$ cat config.mk
export PLATFORM = sky130hd
export DESIGN_NAME = ctu_charge_time_unit
export DESIGN_NICKNAME = d
export VERILOG_FILES = /design/src/pkg/ctu_pkg.sv /design/src/verilog/ctu_charge_time_unit.sv /design/src/verilog/ctu_edge_detect.sv /design/src/verilog/ctu_sync2.sv
export SDC_FILE = /design/constraint.sdc
export NUM_CORES = 1
export LEC_CHECK = 0
export ABC_AREA = 1
export BUFFER_PORTS_ARGS = -buffer_cell sky130_fd_sc_hd__buf_4
export CORE_ASPECT_RATIO = 1.25
export CORE_MARGIN = 5
export CORE_UTILIZATION = 30
export DETAILED_ROUTE_END_ITERATION = 6
export PLACE_DENSITY = 0.46
export SLEW_MARGIN = 40
export SYNTH_ARGS = -nofsm -noshare
export SYNTH_HDL_FRONTEND = slang
export SYNTH_SLANG_ARGS = --single-unit
$ cat constraint.sdc
create_clock -name clock_i -period 1.75 [get_ports clock_i]
set_input_delay 0.35 -clock clock_i [delete_from_list [all_inputs] [get_ports clock_i]]
set_output_delay 0.35 -clock clock_i [all_outputs]
set_load 0.02 [all_outputs]
$ cat src/pkg/ctu_pkg.sv
// Constants of the charge-time control block.
// Assumes a byte-wide plain register port.
package ctu_pkg;

    // Register width and address width of the plain register port.
    localparam int DATA_W = 8;
    localparam int ADDR_W = 3;

    // Register offsets, one word each.
    localparam logic [2:0] OFF_MAIN_CONTROL  = 3'h0;
    localparam logic [2:0] OFF_CURRENT_CFG   = 3'h1;
    localparam logic [2:0] OFF_SECOND_EDGE   = 3'h2;
    localparam logic [2:0] OFF_FIRST_EDGE    = 3'h3;
    localparam logic [2:0] OFF_FLAG_REG      = 3'h4;
    localparam logic [2:0] OFF_ENABLE_REG    = 3'h5;
    localparam logic [2:0] OFF_LIVE_STATUS   = 3'h6;

    // Field positions in the main control register.
    localparam int BIT_UNIT_ENABLE     = 7;
    localparam int BIT_DELAY_MODE      = 4;
    localparam int BIT_EDGES_ARMED     = 3;
    localparam int BIT_EDGE_ORDER      = 2;
    localparam int BIT_DISCHARGE       = 1;
    localparam int BIT_CONV_TRIGGER    = 0;

    // Field positions in the current configuration register.
    localparam int RANGE_LO = 0;
    localparam int RANGE_HI = 1;
    localparam int TRIM_LO  = 2;
    localparam int TRIM_HI  = 7;

    // Field positions shared by both edge configuration registers.
    localparam int BIT_POLARITY = 6;
    localparam int SEL_LO       = 2;
    localparam int SEL_HI       = 5;

    // Edge status bits in the first edge configuration register.
    localparam int BIT_FIRST_SEEN  = 0;
    localparam int BIT_SECOND_SEEN = 1;

    // Interrupt flag and enable position in the peripheral registers.
    localparam int BIT_UNIT_IRQ = 3;

    // Live status register fields.
    localparam int BIT_LIVE_SOURCE_ON = 0;
    localparam int BIT_LIVE_PULSE     = 1;

    // Reset values of all software registers.
    localparam logic [7:0] RST_MAIN_CONTROL = 8'h00;
    localparam logic [7:0] RST_CURRENT_CFG  = 8'h00;
    localparam logic [7:0] RST_EDGE_CFG     = 8'h00;
    localparam logic       RST_BIT          = 1'b0;

    // Range code that leaves the current source unpowered.
    localparam logic [1:0] RANGE_OFF = 2'h0;

    // Edge source codes for the four-bit source select fields.
    localparam logic [3:0] SRC_EDGE_PIN_ONE  = 4'h0;
    localparam logic [3:0] SRC_EDGE_PIN_TWO  = 4'h1;
    localparam logic [3:0] SRC_CAPTURE_ONE   = 4'h2;
    localparam logic [3:0] SRC_CAPTURE_TWO   = 4'h3;

endpackage

$ cat src/verilog/ctu_charge_time_unit.sv
// Control logic of the charge-time measurement unit.
// Registers, edges, source switching, trigger and interrupt.
// Assumes pins and comparator are asynchronous and the
// capture-compare triggers share this clock.
//
// Behaviour
// Source on-then-off sets the interrupt flag.
// Interrupt request needs flag and enable both.
// With ordering, second edge needs first seen.
// Software reads both status bits without ordering.
// Two-bit range and six-bit trim fields.
// Four-bit source select per edge, bits 5:2.
// Polarity at bit six, falling by default.
// Edge order enable at bit two, off.
// Mode bit four, measurement by default.
// Trigger bit zero starts conversion on second edge.
// Discharge bit drains the circuit while set.
// Unit enable bit seven switches unit.
// Software clears both status bits together.
// Edges armed bit three arms both inputs.
// Writing first status one turns source on.
// Capture-compare triggers selectable as edge sources.
// Delay mode ends pulse on comparator trip.
// Range selects three ranges, trim adjusts each.
// Software follows the recommended setup order.
// Qualified edges set status; source on between.
//
// Decided for this implementation: the plain strobed port and the register addresses.
`timescale 1ns/1ns
module ctu_charge_time_unit (
    // Clock and reset.
    input  wire logic                        clock_i,
    input  wire logic                        reset_n_i,
    // Register port.
    input  wire logic [ctu_pkg::ADDR_W-1:0]  addr_i,
    input  wire logic [ctu_pkg::DATA_W-1:0]  wdata_i,
    input  wire logic                        wr_i,
    input  wire logic                        rd_i,
    output logic      [ctu_pkg::DATA_W-1:0]  rdata_o,
    // Edge sources.
    input  wire logic                        edge_pin_one_i,
    input  wire logic                        edge_pin_two_i,
    input  wire logic                        capture_one_trigger_i,
    input  wire logic                        capture_two_trigger_i,
    // Second comparator output, used in delay mode.
    input  wire logic                        comparator_out_i,
    // Analog control.
    output logic                             current_on_o,
    output logic      [1:0]                  current_range_o,
    output logic      [5:0]                  current_trim_o,
    output logic                             discharge_o,
    output logic                             comparator_ref_en_o,
    output logic                             pulse_o,
    // Conversion start and interrupt request.
    output logic                             adc_start_o,
    output logic                             irq_o
);

    // Software registers.
    logic [7:0] main_control_reg;          // Enable, mode, arm, order, discharge, trigger.
    logic [7:0] current_config_reg;        // Range and trim.
    logic [6:2] second_edge_config_reg;    // Polarity and source select of the second edge.
    logic [6:2] first_edge_config_reg;     // Polarity and source select of the first edge.
    logic       first_edge_seen;           // First edge status bit.
    logic       second_edge_seen;          // Second edge status bit.
    logic       peripheral_flag;           // Interrupt flag of this unit.
    logic       peripheral_enable;         // Interrupt enable of this unit.

    // Next values of the hardware-updated bits.
    logic       next_first_edge_seen;
    logic       next_second_edge_seen;
    logic       next_peripheral_flag;

    // Synchronised external levels.
    logic [1:0] pin_sync;                  // Both edge pins after two flops.
    logic       comparator_sync;           // Comparator after two flops.

    // Write decode, one wire per writable register.
    wire wr_main    = wr_i && (addr_i == ctu_pkg::OFF_MAIN_CONTROL);
    wire wr_current = wr_i && (addr_i == ctu_pkg::OFF_CURRENT_CFG);
    wire wr_second  = wr_i && (addr_i == ctu_pkg::OFF_SECOND_EDGE);
    wire wr_first   = wr_i && (addr_i == ctu_pkg::OFF_FIRST_EDGE);
    wire wr_flag    = wr_i && (addr_i == ctu_pkg::OFF_FLAG_REG);
    wire wr_enable  = wr_i && (addr_i == ctu_pkg::OFF_ENABLE_REG);

    // Named control fields.
    wire       unit_enable               = main_control_reg[ctu_pkg::BIT_UNIT_ENABLE];
    wire       delay_mode_sel            = main_control_reg[ctu_pkg::BIT_DELAY_MODE];
    wire       edges_armed               = main_control_reg[ctu_pkg::BIT_EDGES_ARMED];
    wire       edge_order_enable         = main_control_reg[ctu_pkg::BIT_EDGE_ORDER];
    wire       discharge_enable          = main_control_reg[ctu_pkg::BIT_DISCHARGE];
    wire       conversion_trigger_enable = main_control_reg[ctu_pkg::BIT_CONV_TRIGGER];
    wire [1:0] current_range_sel         = current_config_reg[ctu_pkg::RANGE_HI:ctu_pkg::RANGE_LO];
    wire [5:0] current_trim              = current_config_reg[ctu_pkg::TRIM_HI:ctu_pkg::TRIM_LO];
    wire [3:0] first_edge_source_sel     = first_edge_config_reg[ctu_pkg::SEL_HI:ctu_pkg::SEL_LO];
    wire [3:0] second_edge_source_sel    = second_edge_config_reg[ctu_pkg::SEL_HI:ctu_pkg::SEL_LO];
    wire       first_edge_polarity       = first_edge_config_reg[ctu_pkg::BIT_POLARITY];
    wire       second_edge_polarity      = second_edge_config_reg[ctu_pkg::BIT_POLARITY];

    // Edge pulses from the detectors.
    logic first_edge_pulse;
    logic second_edge_pulse;
    logic comparator_rise;

    // Source pick; unused codes read low.
    function automatic logic pick_source(input logic [3:0] sel, input logic [1:0] pins,
                                         input logic cap_one, input logic cap_two);
        logic level;
        level = 1'b0;
        case (sel)
            ctu_pkg::SRC_EDGE_PIN_ONE: level = pins[0];
            ctu_pkg::SRC_EDGE_PIN_TWO: level = pins[1];
            ctu_pkg::SRC_CAPTURE_ONE:  level = cap_one;
            ctu_pkg::SRC_CAPTURE_TWO:  level = cap_two;
            default:                   level = 1'b0;
        endcase
        return level;
    endfunction

    // Selected levels that feed the two edge detectors.
    wire first_edge_level  = pick_source(first_edge_source_sel, pin_sync,
                                         capture_one_trigger_i, capture_two_trigger_i);
    wire second_edge_level = pick_source(second_edge_source_sel, pin_sync,
                                         capture_one_trigger_i, capture_two_trigger_i);

    // Pins and comparator cross into the clock domain.
    ctu_sync2 #(
        .WIDTH (3)
    ) u_pin_sync (
        .clock_i   (clock_i),
        .reset_n_i (reset_n_i),
        .async_i   ({comparator_out_i, edge_pin_two_i, edge_pin_one_i}),
        .sync_o    ({comparator_sync, pin_sync})
    );

    // First edge input with its own polarity.
    ctu_edge_detect u_first_edge (
        .clock_i   (clock_i),
        .reset_n_i (reset_n_i),
        .level_i   (first_edge_level),
        .rising_i  (first_edge_polarity),
        .edge_o    (first_edge_pulse)
    );

    // Second edge input with its own polarity.
    ctu_edge_detect u_second_edge (
        .clock_i   (clock_i),
        .reset_n_i (reset_n_i),
        .level_i   (second_edge_level),
        .rising_i  (second_edge_polarity),
        .edge_o    (second_edge_pulse)
    );

    // Comparator trips on its rise.
    ctu_edge_detect u_comparator_edge (
        .clock_i   (clock_i),
        .reset_n_i (reset_n_i),
        .level_i   (comparator_sync),
        .rising_i  (1'b1),
        .edge_o    (comparator_rise)
    );

    // Edges count only while the unit is on and both inputs are armed.
    wire edges_live = unit_enable & edges_armed;

    // A qualified first edge.
    wire first_edge_event = edges_live & first_edge_pulse;

    // With ordering, an early second edge is dropped.
    wire second_edge_event = edges_live & second_edge_pulse
                           & (~edge_order_enable | first_edge_seen);

    // In delay mode the comparator ends the pulse.
    wire pulse_end_event = unit_enable & delay_mode_sel & comparator_rise
                         & first_edge_seen & ~second_edge_seen;

    // Source state as it will be after this edge.
    logic source_on_next;
    assign source_on_next = unit_enable & next_first_edge_seen & ~next_second_edge_seen
                          & (current_range_sel != ctu_pkg::RANGE_OFF);

    // Source turning off is the interrupt event.
    wire source_off_event = current_on_o & ~source_on_next;

    // First status: a hardware set beats a software clear.
    // A software one starts the source like an edge.
    always_comb
    begin
        next_first_edge_seen = first_edge_seen;
        if (wr_first)
            next_first_edge_seen = wdata_i[ctu_pkg::BIT_FIRST_SEEN];
        if (first_edge_event)
            next_first_edge_seen = 1'b1;
    end

    // Second status: set by the second edge or comparator.
    // One write clearing both avoids a restart.
    always_comb
    begin
        next_second_edge_seen = second_edge_seen;
        if (wr_first)
            next_second_edge_seen = wdata_i[ctu_pkg::BIT_SECOND_SEEN];
        if (second_edge_event || pulse_end_event)
            next_second_edge_seen = 1'b1;
    end

    // Interrupt flag; the hardware set wins.
    always_comb
    begin
        next_peripheral_flag = peripheral_flag;
        if (wr_flag)
            next_peripheral_flag = wdata_i[ctu_pkg::BIT_UNIT_IRQ];
        if (source_off_event)
            next_peripheral_flag = 1'b1;
    end

    // Main control register; zero reset means measurement,
    // no ordering, no trigger and the unit off.
    always_ff @(posedge clock_i)
    begin
        if (!reset_n_i)
            main_control_reg <= ctu_pkg::RST_MAIN_CONTROL;
        else if (wr_main)
            main_control_reg <= wdata_i;
    end

    // Current range and trim register.
    always_ff @(posedge clock_i)
    begin
        if (!reset_n_i)
            current_config_reg <= ctu_pkg::RST_CURRENT_CFG;
        else if (wr_current)
            current_config_reg <= wdata_i;
    end

    // Edge configuration; polarity resets falling.
    always_ff @(posedge clock_i)
    begin
        if (!reset_n_i)
        begin
            first_edge_config_reg  <= ctu_pkg::RST_EDGE_CFG[6:2];
            second_edge_config_reg <= ctu_pkg::RST_EDGE_CFG[6:2];
        end
        else
        begin
            if (wr_first)
                first_edge_config_reg <= wdata_i[6:2];
            if (wr_second)
                second_edge_config_reg <= wdata_i[6:2];
        end
    end

    // Status bits and interrupt bits.
    always_ff @(posedge clock_i)
    begin
        if (!reset_n_i)
        begin
            first_edge_seen   <= ctu_pkg::RST_BIT;
            second_edge_seen  <= ctu_pkg::RST_BIT;
            peripheral_flag   <= ctu_pkg::RST_BIT;
            peripheral_enable <= ctu_pkg::RST_BIT;
        end
        else
        begin
            first_edge_seen  <= next_first_edge_seen;
            second_edge_seen <= next_second_edge_seen;
            peripheral_flag  <= next_peripheral_flag;
            if (wr_enable)
                peripheral_enable <= wdata_i[ctu_pkg::BIT_UNIT_IRQ];
        end
    end

    // Analog outputs; off while the unit is disabled.
    // Discharge stays with software even then,
    // since setup drains before enabling.
    always_ff @(posedge clock_i)
    begin
        if (!reset_n_i)
        begin
            current_on_o        <= 1'b0;
            discharge_o         <= 1'b0;
            comparator_ref_en_o <= 1'b0;
            pulse_o             <= 1'b0;
        end
        else
        begin
            current_on_o        <= source_on_next;
            discharge_o         <= discharge_enable;
            comparator_ref_en_o <= unit_enable & delay_mode_sel;
            pulse_o             <= delay_mode_sel & source_on_next;
        end
    end

    // Range and trim go straight out of their register.
    assign current_range_o = current_range_sel;
    assign current_trim_o  = current_trim;

    // Conversion start and interrupt request, both registered.
    always_ff @(posedge clock_i)
    begin
        if (!reset_n_i)
        begin
            adc_start_o <= 1'b0;
            irq_o       <= 1'b0;
        end
        else
        begin
            adc_start_o <= conversion_trigger_enable & second_edge_event;
            irq_o       <= next_peripheral_flag & peripheral_enable;
        end
    end

    // Read views; both status bits show
    // which edges have been seen.
    wire [7:0] rd_main    = main_control_reg;
    wire [7:0] rd_current = current_config_reg;
    wire [7:0] rd_second  = {1'b0, second_edge_config_reg, 2'b00};
    wire [7:0] rd_first   = {1'b0, first_edge_config_reg, second_edge_seen, first_edge_seen};
    wire [7:0] rd_flag    = {4'h0, peripheral_flag, 3'h0};
    wire [7:0] rd_enable  = {4'h0, peripheral_enable, 3'h0};
    wire [7:0] rd_live    = {6'h00, pulse_o, current_on_o};

    // Read multiplexer; unmapped addresses read zero.
    wire [7:0] rd_value =
        (addr_i == ctu_pkg::OFF_MAIN_CONTROL) ? rd_main    :
        (addr_i == ctu_pkg::OFF_CURRENT_CFG)  ? rd_current :
        (addr_i == ctu_pkg::OFF_SECOND_EDGE)  ? rd_second  :
        (addr_i == ctu_pkg::OFF_FIRST_EDGE)   ? rd_first   :
        (addr_i == ctu_pkg::OFF_FLAG_REG)     ? rd_flag    :
        (addr_i == ctu_pkg::OFF_ENABLE_REG)   ? rd_enable  :
        (addr_i == ctu_pkg::OFF_LIVE_STATUS)  ? rd_live    : 8'h00;

    // Read data stand one cycle, else zero.
    always_ff @(posedge clock_i)
    begin
        if (!reset_n_i)
            rdata_o <= 8'h00;
        else if (rd_i)
            rdata_o <= rd_value;
        else
            rdata_o <= 8'h00;
    end

endmodule

$ cat src/verilog/ctu_edge_detect.sv
// Edge detector with a selectable polarity, one per edge input.
// Assumes its level input is already in the clock domain.
`timescale 1ns/1ns
module ctu_edge_detect (
    // Clock and reset.
    input  wire logic clock_i,
    input  wire logic reset_n_i,
    // Level to watch and the wanted direction.
    input  wire logic level_i,
    input  wire logic rising_i,
    // One-cycle pulse on a transition in the wanted direction.
    output logic      edge_o
);

    logic level_prev;   // Level seen one clock earlier.

    // Resets low; a high level at release reads as a rise.
    always_ff @(posedge clock_i)
    begin
        if (!reset_n_i)
            level_prev <= 1'b0;
        else
            level_prev <= level_i;
    end

    // Polarity one picks low-to-high, zero picks high-to-low.
    assign edge_o = rising_i ? (level_i & ~level_prev) : (~level_i & level_prev);

endmodule

$ cat src/verilog/ctu_sync2.sv
// Two-stage synchroniser for levels that arrive from outside the clock domain.
// Assumes the input is a level held for at least two clock periods.
`timescale 1ns/1ns
module ctu_sync2 #(
    parameter int WIDTH = 1
) (
    // Clock and reset.
    input  wire logic             clock_i,
    input  wire logic             reset_n_i,
    // Asynchronous level in, synchronised level out.
    input  wire logic [WIDTH-1:0] async_i,
    output logic      [WIDTH-1:0] sync_o
);

    logic [WIDTH-1:0] stage_one;   // First stage, read only by the second.

    // Only the second stage reads the first.
    always_ff @(posedge clock_i)
    begin
        if (!reset_n_i)
        begin
            stage_one <= '0;
            sync_o    <= '0;
        end
        else
        begin
            stage_one <= async_i;
            sync_o    <= stage_one;
        end
    end

endmodule
==> metrics.md, run 1 <==
| Metric | Value |
|---|---|
| Post-route cell area | `2600 sq um` |
| Tmin final | `1.49 ns` |
| Bufs on Longest Clock Path | `2` |
| Fmax | `672 MHz` |
| Filler cell count | `764` |
| Final hold vios | `0` |
| Highest Signal Layer | `met4` |
| CP Cell Sequence | `inv_1, nand2_1, nand3_1, nand3_1, nand2_1, nand2_1, a21oi_2, nand3_2, nand2_1, nand2_1, nand2_1, nor2_1` |
| Relative slew slack | `0.672` |
| Dpl cell area | `2520 sq um` |
| DRT met1 WL | `2.64 mm` |
| Worst r2r src | `second_edge_config_reg[2]` |
| #FFs+latches synth | `53` |
| Hold Path Sink | `u_pin_sync.stage_one[2]` |
| FF-to-FF path depth | `12` |
| Initial drt markers | `87` |
| Worst path slowest cell | `dfxtp_1` |
| Pleak | `1.14 nW` |
| Drt total wl | `5.94 mm` |
| Part of the Yosys area used for sequential elements | `0.504` |
| Reg-to-Reg End | `irq_o` |
| Vias in the first global route | `1957` |
| Top-level port count | `42` |
| Final Setup Violations | `0` |
| Vias post-DR | `1912` |
| Diode count | `0` |
| Wire length on met3 | `204 um` |
| Post-synthesis instance area | `2100 sq um` |
| Met2 wire length | `2.96 mm` |
| Most common cell after layout, fill and taps aside | `dfxtp_1` |
| Clock root buffer | `clkbuf_8` |
| Hold path cells | `3` |
| Clock latency on the worst-skew pair | `0.30 ns` |
| Synthesis Warnings | `0` |
| Hold Path Origin | `comparator_out_i` |
| Core Area | `6890 sq um` |
| Die width | `84.9 um` |
| Type of the most critical hold path | `in -> reg` |
| RSZ-0062 raised after global routing | `false` |
| Status | `finished, final reports clean` |
| Sink Count | `53` |
| DRC Markers | `0` |
| CTS tree | `yes` |
| I/O Buffers | `41` |
| Crit path capture type | `flop` |
| Crit-path max FO | `4` |
| H-tree depth | `2` |
| Wire length of the first global-routing pass | `9.85 mm` |
| TritonCTS buffer count | `5` |
| Setup TNS | `0 ns` |
| Peak VDD IR | `0.317 mV` |
| Synth unique cells | `23` |
| Final Max Tran Viols | `0` |
| R2R Setup Slk | `0.26 ns` |
| CP startpoint | `second_edge_config_reg[2]` |
| Area of the die | `8800 sq um` |
| Synthesized area per cell | `7.52 sq um` |
| Drt wl/cell | `14.3 um` |
| Slew @ Worst Pin | `0.491 ns` |
| Initial antenna violation count | `0` |
| Largest net degree at the start of global routing | `23` |
| Post-DR vias/cell | `4.61` |
| Critical path type | `reg -> reg` |
| Final period util | `0.850` |
| Post-route ant nets | `0` |
| Layout Nets | `344` |
| Row cnt | `34` |
| PD cells | `815 nW/um^2` |
| Cell mode on critical path | `nand2_1` |
| Delay-heaviest family, CP | `simple AND/OR/NAND/NOR gates` |
| CTS Hold Bufs | `0` |
| WP buf/inv | `1` |
| Syn Inst Count | `280` |
| Die Y-Extent | `104 um` |
| Syn Nets | `300` |
| Drt pass-1 iters | `4` |
| Crit path DAT | `1.69 ns` |
| Share of cells above drive strength 1 | `0.197` |
| Starting density of the core | `0.305` |
| Hpwl dp | `4.63 mm` |
| Gr usage total | `0.141` |
| Required time of the worst setup path | `1.95 ns` |
| CP Launch Type | `flop` |
| Routability congestion estimate | `0.800` |
| Max cap viols | `0` |
| Delay of the slowest critical-path stage | `0.33 ns` |
| Global route overflow | `0` |
| Most frequent cells in the layout | `dfxtp_1 (53), nand2_1 (47), buf_4 (45), nor2_1 (36), inv_1 (34)` |
| Area Growth Syn to Fin | `23.6%` |
| Clock Skew | `0.00581 ns` |
| Worst-path clk slew | `0.09 ns` |
cells by family after synthesis:
group | Yosys count | share of synthesized area
AND/OR/NAND/NOR | 116 | 0.244
AO/OA/AOI/OAI | 63 | 0.161
flip-flops | 53 | 0.504
buffers and inverters | 47 | 0.0868
multiplexers | 1 | 0.00476
cells in the mapped netlist (all sizes together):
cell     instances  area share
nor2            39       0.078
dfxtp           53        0.50
buf              3      0.0083
clkinv           1      0.0018
nor3             2      0.0048
o2111ai          1      0.0042
a21oi           33       0.080
o21ai           25       0.059
nand3           22       0.057
clkbuf           5      0.0089
nand4            4       0.012
nand2           49       0.092
mux2i            1      0.0048
o221ai           4       0.017
inv             38       0.068
cell type report:
type,instances,area (sq um),share of cell area
clock buffer,6,72.6,0.0279
timing repair buffer,45,338,0.130
sequential,53,1060,0.408
tap,90,113,0.0433
multi-input combinational,180,861,0.331
clock inverter,2,10.0,0.00385
inverter,39,146,0.0563
how the worst max path moves through the flow:
stage / slack, ns / endpoint / cells after the start
2_1_floorplan: 0.26 / irq_o / 13
3_3_place_gp: 0.18 / irq_o / 13
3_5_place_dp: 0.15 / irq_o / 13
4_1_cts: 0.24 / irq_o / 12
5_1_grt: 0.007 / peripheral_flag / 11
6_report: 0.26 / irq_o / 12
tightest hold or removal path, delay by kind of cell:
kind / cells / cell delay (ns)
and+or+nand+nor: 1 / 0.04
buffers and inverters: 2 / 0.12
per-stage QoR:
step                      worst slack, ns  instances  power [mW]  utilization  hold WS (ns)
after floorplan                     0.264        280        1.39            -         0.390
after global placement              0.177        407        1.49        0.365         0.397
after detailed placement            0.154        407        1.49        0.365         0.405
after CTS                           0.238        415        2.15        0.377         0.216
after global routing              0.00705        415        2.23        0.377         0.240
final                               0.262        415        2.12        0.377         0.227
where the power goes:
part,internal (mW),total [mW],switching [mW],leakage [nW]
registers,1.24,1.26,0.0207,0.430
logic,0.0764,0.204,0.128,0.666
clock network,0.278,0.657,0.379,0.0450
timing repair:
action | 4_1_cts | 5_1_grt
endpoints found under the hold margin | 0 | 0
gates resized for setup | 0 | 1
buffers inserted | 0 | 0
endpoints found under the setup margin | 0 | 2
layer usage:
layer,up-vias,GRT usage
met5,-,0
met4,0,0.0532
met3,9,0.0246
met2,42,0.235
met1,872,0.179
li1,989,-
Note: power is estimated with default switching activity, not from simulation.
==> run 2, diff against run 1 <==
Settings changed: MAX_ROUTING_LAYER from default to met4.
==> metrics.md, run 2 (synthesis results as in run 1) <==
| Metric | Value |
|---|---|
| Cell mode on critical path | `nand2_1` |
| Post-route ant nets | `0` |
| DRC Markers | `0` |
| Most frequent cells in the layout | `dfxtp_1 (53), nand2_1 (47), buf_4 (45), nor2_1 (36), inv_1 (34)` |
| Largest net degree at the start of global routing | `23` |
| Final Setup Violations | `0` |
| RSZ-0062 raised after global routing | `false` |
| Tmin final | `1.49 ns` |
| Setup TNS | `0 ns` |
| Drt pass-1 iters | `4` |
| Max cap viols | `0` |
| Vias in the first global route | `1958` |
| TritonCTS buffer count | `5` |
| Drt total wl | `5.97 mm` |
| Delay-heaviest family, CP | `simple AND/OR/NAND/NOR gates` |
| Initial antenna violation count | `0` |
| Area of the die | `8800 sq um` |
| Reg-to-Reg End | `irq_o` |
| Crit path capture type | `flop` |
| Required time of the worst setup path | `1.95 ns` |
| Wire length of the first global-routing pass | `9.87 mm` |
| R2R Setup Slk | `0.26 ns` |
| Worst-path clk slew | `0.09 ns` |
| Clock root buffer | `clkbuf_8` |
| Status | `finished, final reports clean` |
| Type of the most critical hold path | `in -> reg` |
| Vias post-DR | `1921` |
| Peak VDD IR | `0.317 mV` |
| Fmax | `670 MHz` |
| CP Cell Sequence | `inv_1, nand2_1, nand3_1, nand3_1, nand2_1, nand2_1, a21oi_2, nand3_2, nand2_1, nand2_1, nand2_1, nor2_1` |
| Clock Skew | `0.00603 ns` |
| Final hold vios | `0` |
| CTS tree | `yes` |
| Die Y-Extent | `104 um` |
| Pleak | `1.14 nW` |
| Post-DR vias/cell | `4.63` |
| PD cells | `815 nW/um^2` |
| Drt wl/cell | `14.4 um` |
| Share of cells above drive strength 1 | `0.197` |
| I/O Buffers | `41` |
| H-tree depth | `2` |
| Top-level port count | `42` |
| Gr usage total | `0.145` |
| Crit path DAT | `1.69 ns` |
| Crit-path max FO | `4` |
| Worst r2r src | `second_edge_config_reg[2]` |
| Die width | `84.9 um` |
| Sink Count | `53` |
| Crit path to | `irq_o` |
| Crit path depth | `12` |
| Bufs on Longest Clock Path | `2` |
| Final Max Tran Viols | `0` |
| Core Area | `6890 sq um` |
| Diode count | `0` |
| Relative slew slack | `0.672` |
| Routability congestion estimate | `0.812` |
| Worst path slowest cell | `dfxtp_1` |
| Clock latency on the worst-skew pair | `0.30 ns` |
| DP Worst Slack | `0.154 ns` |
| Most common cell after layout, fill and taps aside | `dfxtp_1` |
| CTS Hold Bufs | `0` |
| Delay of the slowest critical-path stage | `0.33 ns` |
| Initial drt markers | `94` |
| FF-to-FF path depth | `12` |
| Slew @ Worst Pin | `0.492 ns` |
| Global route overflow | `0` |
| Core Util, Final | `0.377` |
| Critical path type | `reg -> reg` |
| Layout Nets | `344` |
| Starting density of the core | `0.305` |
| CP startpoint | `second_edge_config_reg[2]` |
| Area Growth Syn to Fin | `23.6%` |
| Final period util | `0.853` |
| WP buf/inv | `1` |
| Hpwl dp | `4.63 mm` |
| Row cnt | `34` |
| Final WS setup | `0.256 ns` |
| CP Launch Type | `flop` |
run 2: cell counts in the layout (fill, tap and decap cells not counted):
Identical to the previous run, type by type.
run 2: worst register-to-register path, delay by kind of cell, from the launching register on:
| family | cells | cell delay, ns |
|---|---|---|
| buf+inv | 1 | 0.12 |
| flops | 1 | 0.33 |
| simple gates | 10 | 0.76 |
| compound gates | 1 | 0.18 |
run 2: report_power, final:
group          internal (mW)  total, mW  switching, mW
combinational         0.0764      0.205          0.128
clock                  0.278      0.657          0.379
sequential              1.24       1.26         0.0208
total                   1.59       2.12          0.528
run 2: area by class of cell:
| type | count | area, sq um |
|---|---|---|
| clock buffers | 6 | 72.6 |
| inverters | 39 | 146 |
| multi-input cells | 180 | 861 |
| clock inverters | 2 | 10.0 |
| flip-flops and latches | 53 | 1060 |
| repair buffers | 45 | 338 |
| well taps | 90 | 113 |
| fillers | 764 | 4290 |
run 2: per-layer routing:
metal	vias to the layer above	routed length [um]	global-route usage
li1	988	-	-
met2	37	2960	0.233
met1	887	2710	0.182
met3	9	165	0.0238
met5	-	0	-
met4	0	130	0.0532
run 2: through the flow:
step / instances / hold WS [ns] / cell area, sq um / total power, mW
floorplan: 280 / 0.390 / 2100 / 1.39
global placement: 407 / 0.397 / 2520 / 1.49
detailed placement: 407 / 0.405 / 2520 / 1.49
CTS: 415 / 0.216 / 2600 / 2.15
global route: 415 / 0.241 / 2600 / 2.23
finish: 415 / 0.227 / 2600 / 2.12
run 2: worst min path at each step:
| stage | startpoint | endpoint | slack [ns] | cells past startpoint |
|---|---|---|---|---|
| 5_1_grt | edge_pin_two_i | u_pin_sync.stage_one[1] | 0.24 | 3 |
| 3_3_place_gp | u_pin_sync.stage_one[2] | u_pin_sync.sync_o[2] | 0.40 | 2 |
| 3_5_place_dp | u_pin_sync.stage_one[2] | u_pin_sync.sync_o[2] | 0.41 | 2 |
| 2_1_floorplan | u_pin_sync.stage_one[0] | u_pin_sync.sync_o[0] | 0.39 | 2 |
| 6_report | comparator_out_i | u_pin_sync.stage_one[2] | 0.23 | 3 |
| 4_1_cts | comparator_out_i | u_pin_sync.stage_one[2] | 0.22 | 3 |
run 2: timing repair:
| action | CTS | global route |
|---|---|---|
| gates resized for setup | 0 | 1 |
| endpoints found under the setup margin | 0 | 2 |
| buffers inserted | 0 | 0 |
